==> config.mk <==
export PLATFORM = sky130hd
export DESIGN_NAME = dsc_stop_logic
export DESIGN_NICKNAME = d
export VERILOG_FILES = /design/src/logic/dsc_stop_logic.v
export VERILOG_INCLUDE_DIRS = /design/src /design/src/logic
export SDC_FILE = /design/constraint.sdc
export NUM_CORES = 1
export LEC_CHECK = 0
export BUFFER_PORTS_ARGS = -buffer_cell sky130_fd_sc_hd__buf_2
export CAP_MARGIN = 15
export CORE_ASPECT_RATIO = 0.9
export CORE_UTILIZATION = 23
export CTS_BUF_LIST = sky130_fd_sc_hd__clkbuf_4 sky130_fd_sc_hd__clkbuf_8
export CTS_CLUSTER_DIAMETER = 150
export CTS_CLUSTER_SIZE = 40
export DETAILED_ROUTE_END_ITERATION = 8
export MAX_ROUTING_LAYER = met4
export PLACE_DENSITY = 0.43
export RECOVER_POWER = 25
export SYNTH_ARGS = -nofsm -noshare
export SYNTH_HDL_FRONTEND = slang
export SYNTH_SLANG_ARGS = --single-unit
==> constraint.sdc <==
create_clock -name core_clk_in -period 7.85 [get_ports core_clk_in]
set_input_delay 0.785 -clock core_clk_in [delete_from_list [all_inputs] [get_ports core_clk_in]]
set_output_delay 0.785 -clock core_clk_in [all_outputs]
set_load 0.1 [all_outputs]
==> src/logic/dsc_consts.vh <==
`ifndef DSC_CONSTS_VH
`define DSC_CONSTS_VH

// Source selector: one code per signal of the source pool
`define DSC_SEL_W 4
`define DSC_SEL_ZERO 4'h0
`define DSC_SEL_ONE 4'h1
`define DSC_SEL_CW_BASE 4'h2
`define DSC_SEL_DI_BASE 4'ha
`define DSC_CMD_N 9
`define DSC_SET_N 4

// Command index inside the source table
`define DSC_CMD_ON 0
`define DSC_CMD_COAST_A 1
`define DSC_CMD_COAST_B 2
`define DSC_CMD_QUICK_A 3
`define DSC_CMD_QUICK_B 4
`define DSC_CMD_JOG1 5
`define DSC_CMD_JOG2 6
`define DSC_CMD_DDS0 7
`define DSC_CMD_DDS1 8

// Control word 1 bit positions
`define DSC_CW_ON_BIT 0
`define DSC_CW_COAST_BIT 1
`define DSC_CW_QUICK_BIT 2

// Control modes
`define DSC_MODE_SPEED 5'h14
`define DSC_MODE_TORQUE 5'h16

// Sequencer states
`define DSC_ST_INHIBIT 3'h0
`define DSC_ST_READY 3'h1
`define DSC_ST_RUN 3'h2
`define DSC_ST_RAMP 3'h3
`define DSC_ST_QUICK 3'h4
`define DSC_ST_WAIT 3'h5

// Owner of the switch-on
`define DSC_OWN_ON 2'h0
`define DSC_OWN_JOG1 2'h1
`define DSC_OWN_JOG2 2'h2

// Reset values
`define DSC_RST_STATE `DSC_ST_INHIBIT
`define DSC_RST_OWNER `DSC_OWN_ON
`define DSC_RST_SET 2'h0
`define DSC_RST_CNT 16'h0000

`endif

==> src/logic/dsc_stop_logic.v <==
// How it works
// - Report requested drive set, status bit 0 and bit 1 from selection bits.
// - With one drive set configured, the selected-set status reads zero.
// - On/ramp-stop command comes from a selectable source, control word bit 0.
// - After the on source is reassigned, only a fresh edge switches on.
// - With on/ramp-stop low, either jog input may still run the motor.
// - On/ramp-stop low acknowledges and clears switching-on-inhibited.
// - Only the source that switched on can switch off; others are ignored.
// - Speed mode 20: ramp-stop brakes on ramp, then pulses off, inhibited.
// - Torque mode 22: ramp-stop suppresses pulses at once, no ramp.
// - Torque switch active: ramp-stop does not brake; pulses off at standstill.
// - A 0 to 1 edge on on/ramp-stop switches the drive on.
// - No-coast-stop is the AND of two selectable sources, control word bit 1.
// - Either coast source low: pulses off now, inhibited; both high allows enable.
// - No-quick-stop is the AND of two selectable sources, control word bit 2.
// - Either quick source low: brake on quick ramp, then pulses off, inhibited.
// - Torque switch active: quick stop does not brake; pulses off at standstill.
// - PC master control bypasses on source and first coast and quick sources.
// - PC master control leaves second coast and quick sources effective.
// - Every source selection is held per command set; the effective set is used.
// - Master control flag reads 1 when the PC holds control, else 0.
// - Master control overrides only control word 1, nothing else.
`include "dsc_consts.vh"

module dsc_stop_logic
(
   input wire core_clk_in,
   input wire reset_in,
   input wire [15:0] control_word_in,
   input wire [5:0] digital_in,
   input wire pc_master_in,
   input wire [2:0] pc_control_word_in,
   input wire [1:0] command_set_select_in,
   input wire [2:0] command_set_count_in,
   input wire [2:0] drive_set_count_in,
   input wire [15:0] on_ramp_stop_source_in,
   input wire [15:0] coast_stop_source_a_in,
   input wire [15:0] coast_stop_source_b_in,
   input wire [15:0] quick_stop_source_a_in,
   input wire [15:0] quick_stop_source_b_in,
   input wire [15:0] jog_source_one_in,
   input wire [15:0] jog_source_two_in,
   input wire [15:0] drive_set_select_bit0_source_in,
   input wire [15:0] drive_set_select_bit1_source_in,
   input wire [4:0] control_mode_select_in,
   input wire torque_mode_switch_in,
   input wire [15:0] speed_abs_in,
   input wire [15:0] standstill_threshold_in,
   input wire [15:0] standstill_monitor_time_in,
   output reg pulse_enable_out,
   output reg ramp_stop_brake_out,
   output reg quick_stop_brake_out,
   output reg switch_on_inhibited_out,
   output reg jog_active_out,
   output reg master_control_flag_out,
   output reg [1:0] selected_drive_set_status_out,
   output reg [1:0] effective_drive_set_display_out,
   output reg [1:0] effective_command_set_display_out
);

   // ----------------------------------------
   // Digital input synchroniser and filter
   // ----------------------------------------
   reg [5:0] di_s1_reg;
   reg [5:0] di_s2_reg;
   reg [5:0] di_s3_reg;
   reg [5:0] di_filt_reg;
   wire [5:0] di_filt_next;

   // A bit moves only once stages two and three agree
   assign di_filt_next = (di_s2_reg & di_s3_reg) | (di_filt_reg & (di_s2_reg ^ di_s3_reg));

   always @(posedge core_clk_in or posedge reset_in)
   begin
      if (reset_in)
      begin
         di_s1_reg <= 6'h00;
         di_s2_reg <= 6'h00;
         di_s3_reg <= 6'h00;
         di_filt_reg <= 6'h00;
      end
      else
      begin
         di_s1_reg <= digital_in;
         di_s2_reg <= di_s1_reg;
         di_s3_reg <= di_s2_reg;
         di_filt_reg <= di_filt_next;
      end
   end

   // ----------------------------------------
   // Effective command set
   // ----------------------------------------
   wire [1:0] cds_eff;
   // An unconfigured set falls back to set zero rather than reading stale selections
   assign cds_eff = ({1'b0, command_set_select_in} < command_set_count_in) ?
                    command_set_select_in : `DSC_RST_SET;

   // ----------------------------------------
   // Source selection per command
   // ----------------------------------------
   wire [15:0] pool;
   wire [16*`DSC_CMD_N-1:0] sel_all;
   wire [`DSC_CMD_N-1:0] cmd_sig;
   wire [`DSC_SEL_W*`DSC_CMD_N-1:0] sel_now;

   // Pins reach the pool only through the agreed filter; a raw pin here would be metastable
   assign pool = {di_filt_reg, control_word_in[7:0], 1'b1, 1'b0};
   assign sel_all = {drive_set_select_bit1_source_in, drive_set_select_bit0_source_in,
                     jog_source_two_in, jog_source_one_in,
                     quick_stop_source_b_in, quick_stop_source_a_in,
                     coast_stop_source_b_in, coast_stop_source_a_in,
                     on_ramp_stop_source_in};

   genvar gi;
   generate
      for (gi = 0; gi < `DSC_CMD_N; gi = gi + 1)
      begin : g_src
         wire [`DSC_SEL_W-1:0] sel;
         assign sel = sel_all[16*gi + `DSC_SEL_W*cds_eff +: `DSC_SEL_W];
         assign sel_now[`DSC_SEL_W*gi +: `DSC_SEL_W] = sel;
         assign cmd_sig[gi] = pool[sel];
      end
   endgenerate

   // ----------------------------------------
   // Command forming and master control
   // ----------------------------------------
   wire on_eff;
   wire coast_a;
   wire quick_a;
   wire coast_ok;
   wire quick_ok;
   wire jog1;
   wire jog2;

   // PC path replaces only control word 1 bits; the set selection stays local
   assign on_eff = pc_master_in ? pc_control_word_in[`DSC_CW_ON_BIT] :
                   cmd_sig[`DSC_CMD_ON];
   assign coast_a = pc_master_in ? pc_control_word_in[`DSC_CW_COAST_BIT] :
                    cmd_sig[`DSC_CMD_COAST_A];
   assign quick_a = pc_master_in ? pc_control_word_in[`DSC_CW_QUICK_BIT] :
                    cmd_sig[`DSC_CMD_QUICK_A];
   assign coast_ok = coast_a & cmd_sig[`DSC_CMD_COAST_B];
   assign quick_ok = quick_a & cmd_sig[`DSC_CMD_QUICK_B];
   assign jog1 = cmd_sig[`DSC_CMD_JOG1];
   assign jog2 = cmd_sig[`DSC_CMD_JOG2];

   // ----------------------------------------
   // On edge detect with reassignment guard
   // ----------------------------------------
   reg on_prev_reg;
   reg pc_prev_reg;
   reg [`DSC_SEL_W-1:0] on_sel_prev_reg;
   reg [1:0] cds_prev_reg;
   wire reassigned;
   wire on_rise;

   // A new source that already sits high must not look like a switch-on
   assign reassigned = (on_sel_prev_reg != sel_now[`DSC_SEL_W-1:0]) ||
                       (cds_prev_reg != cds_eff) || (pc_prev_reg != pc_master_in);
   assign on_rise = on_eff & ~on_prev_reg & ~reassigned;

   always @(posedge core_clk_in or posedge reset_in)
   begin
      if (reset_in)
      begin
         on_prev_reg <= 1'b1;
         pc_prev_reg <= 1'b0;
         on_sel_prev_reg <= `DSC_SEL_ZERO;
         cds_prev_reg <= `DSC_RST_SET;
      end
      else
      begin
         on_prev_reg <= on_eff;
         pc_prev_reg <= pc_master_in;
         on_sel_prev_reg <= sel_now[`DSC_SEL_W-1:0];
         cds_prev_reg <= cds_eff;
      end
   end

   // ----------------------------------------
   // Standstill detection
   // ----------------------------------------
   reg [15:0] still_cnt_reg;
   reg [15:0] still_cnt_next;
   wire standstill;

   assign standstill = (speed_abs_in < standstill_threshold_in) &&
                       (still_cnt_reg >= standstill_monitor_time_in);

   always @*
   begin
      still_cnt_next = `DSC_RST_CNT;
      if (speed_abs_in < standstill_threshold_in)
      begin
         if (still_cnt_reg == 16'hffff)
            still_cnt_next = still_cnt_reg;
         else
            still_cnt_next = still_cnt_reg + 16'h0001;
      end
   end

   // ----------------------------------------
   // Stop sequencer
   // ----------------------------------------
   reg [2:0] state_reg;
   reg [2:0] state_next;
   reg [1:0] owner_reg;
   reg [1:0] owner_next;
   reg owner_low;

   always @*
   begin
      case (owner_reg)
         `DSC_OWN_JOG1: owner_low = ~jog1;
         `DSC_OWN_JOG2: owner_low = ~jog2;
         default: owner_low = ~on_eff;
      endcase
   end

   // In the run state coast is tested first, then quick, then the owner's stop
   always @*
   begin
      state_next = state_reg;
      owner_next = owner_reg;
      case (state_reg)
         `DSC_ST_INHIBIT:
         begin
            if (coast_ok && quick_ok && !on_eff)
               state_next = `DSC_ST_READY;
         end
         `DSC_ST_READY:
         begin
            if (!coast_ok || !quick_ok)
               state_next = `DSC_ST_INHIBIT;
            else if (on_rise)
            begin
               state_next = `DSC_ST_RUN;
               owner_next = `DSC_OWN_ON;
            end
            else if (!on_eff && jog1)
            begin
               state_next = `DSC_ST_RUN;
               owner_next = `DSC_OWN_JOG1;
            end
            else if (!on_eff && jog2)
            begin
               state_next = `DSC_ST_RUN;
               owner_next = `DSC_OWN_JOG2;
            end
         end
         `DSC_ST_RUN:
         begin
            if (!coast_ok)
               state_next = `DSC_ST_INHIBIT;
            else if (!quick_ok)
               state_next = torque_mode_switch_in ? `DSC_ST_WAIT : `DSC_ST_QUICK;
            else if (owner_low)
            begin
               // Only the owner's signal is looked at here
               if (torque_mode_switch_in)
                  state_next = `DSC_ST_WAIT;
               else if (control_mode_select_in == `DSC_MODE_TORQUE)
                  state_next = `DSC_ST_INHIBIT;
               else
                  state_next = `DSC_ST_RAMP;
            end
         end
         `DSC_ST_RAMP:
         begin
            if (!coast_ok)
               state_next = `DSC_ST_INHIBIT;
            else if (!quick_ok)
               state_next = torque_mode_switch_in ? `DSC_ST_WAIT : `DSC_ST_QUICK;
            else if (standstill)
               state_next = `DSC_ST_INHIBIT;
         end
         `DSC_ST_QUICK:
         begin
            if (!coast_ok)
               state_next = `DSC_ST_INHIBIT;
            else if (standstill)
               state_next = `DSC_ST_INHIBIT;
         end
         `DSC_ST_WAIT:
         begin
            if (!coast_ok)
               state_next = `DSC_ST_INHIBIT;
            else if (standstill)
               state_next = `DSC_ST_INHIBIT;
         end
         default:
            state_next = `DSC_ST_INHIBIT;
      endcase
   end

   // ----------------------------------------
   // Drive set selection
   // ----------------------------------------
   wire [1:0] dds_sel;
   wire [1:0] dds_status;

   assign dds_sel = {cmd_sig[`DSC_CMD_DDS1], cmd_sig[`DSC_CMD_DDS0]};
   assign dds_status = (drive_set_count_in <= 3'h1) ? 2'h0 : dds_sel;

   // ----------------------------------------
   // Registers and registered outputs
   // ----------------------------------------
   always @(posedge core_clk_in or posedge reset_in)
   begin
      if (reset_in)
      begin
         state_reg <= `DSC_RST_STATE;
         owner_reg <= `DSC_RST_OWNER;
         still_cnt_reg <= `DSC_RST_CNT;
         pulse_enable_out <= 1'b0;
         ramp_stop_brake_out <= 1'b0;
         quick_stop_brake_out <= 1'b0;
         switch_on_inhibited_out <= 1'b1;
         jog_active_out <= 1'b0;
         master_control_flag_out <= 1'b0;
         selected_drive_set_status_out <= `DSC_RST_SET;
         effective_drive_set_display_out <= `DSC_RST_SET;
         effective_command_set_display_out <= `DSC_RST_SET;
      end
      else
      begin
         state_reg <= state_next;
         owner_reg <= owner_next;
         still_cnt_reg <= still_cnt_next;
         pulse_enable_out <= (state_next != `DSC_ST_INHIBIT) && (state_next != `DSC_ST_READY);
         ramp_stop_brake_out <= (state_next == `DSC_ST_RAMP);
         quick_stop_brake_out <= (state_next == `DSC_ST_QUICK);
         switch_on_inhibited_out <= (state_next == `DSC_ST_INHIBIT);
         jog_active_out <= (state_next == `DSC_ST_RUN) && (owner_next != `DSC_OWN_ON);
         master_control_flag_out <= pc_master_in;
         selected_drive_set_status_out <= dds_status;
         // Drive set switches over only while pulses are off
         if ((state_next == `DSC_ST_INHIBIT) || (state_next == `DSC_ST_READY))
            effective_drive_set_display_out <= ({1'b0, dds_sel} < drive_set_count_in) ?
                                               dds_sel : `DSC_RST_SET;
         effective_command_set_display_out <= cds_eff;
      end
   end

endmodule // dsc_stop_logic

Word-level counts from Yosys, hierarchy flattened
Cells that the tools add are included.
Operators by class
  bitwise logic cells: 13
  muxes and demuxes: 48
  shift-type cells: 9
  $add $sub $neg: 9
  reductions and logical operators: 19
  order comparisons: 14
  equality and inequality tests: 18
Operator list (number)
  $shiftx 144x9->4: 4
  $shiftx 144x8->4: 2
  $shiftx 144x10->4: 1
  $shiftx 144x5->4: 1
  $shiftx 144x7->4: 1
  $lt 4x5->1 const B: 9
  $mux 3: 13
  $bmux 1 s4: 9
  $add 7x4->8 const A: 4
  $mux 16: 2
  $mux 2: 9
  $add 16x1->16 const B: 1
  $eq 16x16->1 const B: 1
  $ge 16x16->1: 1
  $lt 16x16->1: 1
  $pmux 3 s5: 1
  $add 6x4->7 const A: 2
  $mux 1: 13
  $and 6x6->6: 2
  $eq 3x2->1 const B: 4
  $add 8x4->9 const A: 1
  $eq 3x3->1 const B: 3
  $logic_and 1x1->1: 7
  $add 5x4->6 const A: 1
  22 further kinds: 37
Word-level totals
  logic and storage cells: 148
  bits in registers: 62

Longest topological paths before layout
  depth in word-level cells: 15
  mapped depth: 24
  gate-level depth less buffers: 18

Worst setup path before layout
No wires, ideal clock.
  path kind: input -> register
  start: in command_set_count_in[1]
  end: reg effective_drive_set_display_out[1]
  setup slack: 3251 ps
  arrival time: 4471 ps
  buffers on the path: 6
  stages: 23
  cells stage by stage: inv_1 > ha_1 > nand2b_1 > buf_2 > o211ai_4 > inv_2 > buf_6 > buf_6 > buf_4 > buf_4 > buf_2 > mux2_2 > o21ai_1 > mux2i_1 > o22a_1 > mux2i_1 > o21ai_0 > inv_1 > ha_1 > nor2_1 > nor2_1 > a21oi_1 > mux2_1
Between the ends
  longest elaborated chain between the ends: 15
  elaborated cells on any way between the ends: 78
  those cells by class: 8 x add/sub; 2 x order compare; 3 x eq/ne; 9 x shift; 36 x mux; 8 x bitwise; 12 x reduce/logical
RTL lines
  start, declared: RTL line dsc_stop_logic.v:34  | input wire [2:0] command_set_count_in,
  $lt 2x3->1 (*): RTL line dsc_stop_logic.v:96  | assign cds_eff = ({1'b0, command_set_select_in} < command_set_count_in) ?
  $mux 2 (no source line) (*)
  via cds_eff[1]: RTL line dsc_stop_logic.v:94  | wire [1:0] cds_eff;
  branches (longest 13 deep; another with $add 7x4->8)
  end signal, assigned: RTL line dsc_stop_logic.v:324  | effective_drive_set_display_out <= `DSC_RST_SET;
  end signal, assigned: RTL line dsc_stop_logic.v:341  | effective_drive_set_display_out <= ({1'b0, dds_sel} < drive_set_count_in) ?
  end, declared: RTL line dsc_stop_logic.v:57  | output reg [1:0] effective_drive_set_display_out,
Mark *: on every way through the listed nets, which the timed path passes. The select of a mux whose other input is x is not followed.
A chain may end at the register's enable or synchronous reset.

Worst setup path in the final report
  start: in command_set_select_in[1]
  end: reg effective_drive_set_display_out[1]
Between the ends
  longest elaborated chain between the ends: 15
  elaborated cells on any way between the ends: 78
  those cells by class: 8 x add/sub; 2 x order compare; 3 x eq/ne; 9 x shift; 36 x mux; 8 x bitwise; 12 x reduce/logical
RTL lines
  start, declared: RTL line dsc_stop_logic.v:33  | input wire [1:0] command_set_select_in,
  $lt 2x3->1: RTL line dsc_stop_logic.v:96
  $mux 2 (no source line) (*)
  branches (longest 13 deep; another with $add 7x4->8)
Mark *: on every way between the ends. The select of a mux whose other input is x is not followed.

==> flow_summary.ini <==
[timing]
slew_headroom_pct = -127
tns_ns = 0
finClkSkew_ns = 0.0145
post-route-min-period_ns = 5.04
fmax_mhz = 198
maxSlewViolCount = 63
period_share_pct = 64.2
hold_viol_final = 0
worstMarginPinSlew_ns = 3.41
rsz0062_at_grt = false
setup_viol = 0

[setup_path]
end_kind = flip-flop
crit_arrival_ns = 5.26
cp_max_fo = 41
crit_type = input port to flip-flop
crit_start = command_set_select_in[1]
crit_required_ns = 8.07
cpPeakStageDelay_ns = 0.58
r2r_start = di_filt_reg[3]$_DFF_PP0_
start_kind = input port
crit_slowest_cell = or4_4
crit_path_frequent_cell = a211oi_1
path_cells = buf_2 -> ha_1 -> nand2b_1 -> o211ai_4 -> buf_4 -> a211oi_1 -> or2_1 -> mux2_2 -> a211oi_1 -> a21oi_1 -> or3_1 -> or4_4 -> o31ai_4 -> mux2_1

[synthesis]
synthAdderAreaFrac_pct = 8.03
ys.flop_type = dfrtp_1
synthesis.nets = 1050
synth_top_family_by_area = compound AO/OA/AOI/OAI gates
syn_area_sq_mm = 0.00655
synthCells = 774
ys_types = 87
synth_edf_count = 0
yosysSeqAreaShare_pct = 23.7
synth_area_per_cell_sq_um = 8.46
yosys.area_share.simple_pct = 17.8
synth-compound-area-share_pct = 28.6
ys_seq_elements = 62
synth-xor-area-share_pct = 2.27
synth-async-reset-ratio_pct = 100
synthMuxAreaShare_pct = 12.6
ys.warnings.count = 0

[final_layout]
final_cell_area_sq_mm = 0.00819
drive_above_1_share_pct = 31.0
area_delta_synth_final_pct = 25.1
largest_reg_flops = 16
nets = 1260
final_common_cell = buf_2
final_cell_mix = buf_2, nand2_1, dfrtp_1, inv_1, nor2_1

[place]
dp_hpwl_microns = 18300
placed_cell_area_sq_mm = 0.00800
place_congestion = 0.864
io_buffers = 237

[die]
core_sq_mm = 0.0279
die_h_microns = 162
core.rowCount = 58
die_area_sq_mm = 0.0291
io_pins = 246
dieWidth_microns = 180
start_util_pct = 23.4

[routing]
drc_errors = 15
first_pass_iters = 7
vias_per_cell = 4.96
drtAntennaViolNets = 0
wl_per_cell_microns = 17.2
wl_microns = 23200
vias = 6702
drtIter0Drc = 308

[clock_tree]
hold_buffers = 0
post_cts_buffers = 0
clk_latency_ns = 0.35
cts_tree = yes
cts_resized = 0
cts_sinks = 62
htree_levels = 3
numCtsBuffers = 9
clock-root-buffer = clkbuf_8
clockBufferDepth = 2
clk_pin_slew_worst_paths_ns = 0.07

[global_route]
grt_max_degree = 63
antenna_found_initial = 1
grt_pass1_vias = 6648
overflow = 0
grt_pass1_wl_microns = 36400
grt.total_usage_pct = 16.4

[pwr]
vdd.ir_drop.worst_mv = 0.140
power_leakage_nw = 3.95
power_density_mw_per_mm2 = 143
total_power_mw = 1.17

[worst_hold_path]
min-delay-start = di_s1_reg[0]$_DFF_PP0_
hold_class = flip-flop to flip-flop

[job]
max_cap_viol_count = 1

[run_status]
violations = design-rule violations, max-capacitance violations, max-slew violations
status = finished, violations left
-- cell families (layout without fill, tap and decap cells) --
group,Yosys count,count (layout)
compound gates,239,239
xor+xnor,17,17
fa+ha+maj,42,42
buf+inv,105,320
flops,62,62
mux,70,70
other cells,0,1
simple gates,239,239
-- worst max-delay path, delay by kind of cell --
| kind | cells | cell delay (ns) |
|---|---|---|
| AO/OA/AOI/OAI | 5 | 1.26 |
| AND/OR/NAND/NOR | 4 | 1.74 |
| multiplexers | 2 | 0.72 |
| adder cells (fa/ha/maj) | 1 | 0.32 |
| buffers and inverters | 2 | 0.42 |
-- cell usage after synthesis (22+ instances only) --
master	number	area, sq um
inv_1	58	218
nand3_1	24	120
ha_1	42	526
a21oi_1	26	130
nor2_1	48	180
nand2_1	73	274
mux2i_1	44	440
dfrtp_1	60	1500
a211oi_1	32	240
nor3_1	22	110
o21ai_0	26	130
-- power breakdown --
group	total, mW	internal (mW)	switching [mW]	leakage [nW]
Clock	0.264	0.120	0.143	0.0888
Combinational	0.531	0.208	0.323	3.09
Sequential	0.376	0.346	0.0302	0.771
-- per-layer routing --
layer	track usage (%)	wire length, microns	vias up
met1	22.4	11400	3143
met2	25.8	10400	203
met3	2.53	1240	12
met5	-	0	-
met4	2.70	173	0
li1	-	-	3344
-- worst paths after layout --
check,endpoint,slack (ns),depth (start not counted)
worst max-delay path,effective_drive_set_display_out[1]$_DFFE_PP0P_,2.81,14
worst min-delay path,di_s2_reg[0]$_DFF_PP0_,0.35,0
worst max register to register,effective_drive_set_display_out[1]$_DFFE_PP0P_,4.37,10
worst min register to register,di_s2_reg[0]$_DFF_PP0_,0.35,0
max in group asynchronous,still_cnt_reg[13]$_DFFE_PP0P_,4.17,3
min in group asynchronous,selected_drive_set_status_out[0]$_DFF_PP0_,1.75,3
-- cell type report --
type                       count  area [sq um]
tap                          360           450
antenna                        1          2.50
inverter                      60           225
clock buffer                   9           124
multi-input combinational    607          4530
clock inverter                 7          61.3
timing repair buffer         244          1230
fill                        3045         19800
sequential                    62          1550
-- per-stage QoR --
step                util (%)  hold WS [ns]  cells  setup slack (ns)
floorplan                  -         0.331    774              3.25
global placement        28.6         0.334   1333              2.39
detailed placement      28.6         0.335   1333              2.40
CTS                     29.3         0.356   1349              2.77
global route            29.3         0.357   1350              2.38
finish                  29.3         0.352   1350              2.81
Power figures use the tool's default switching activity.
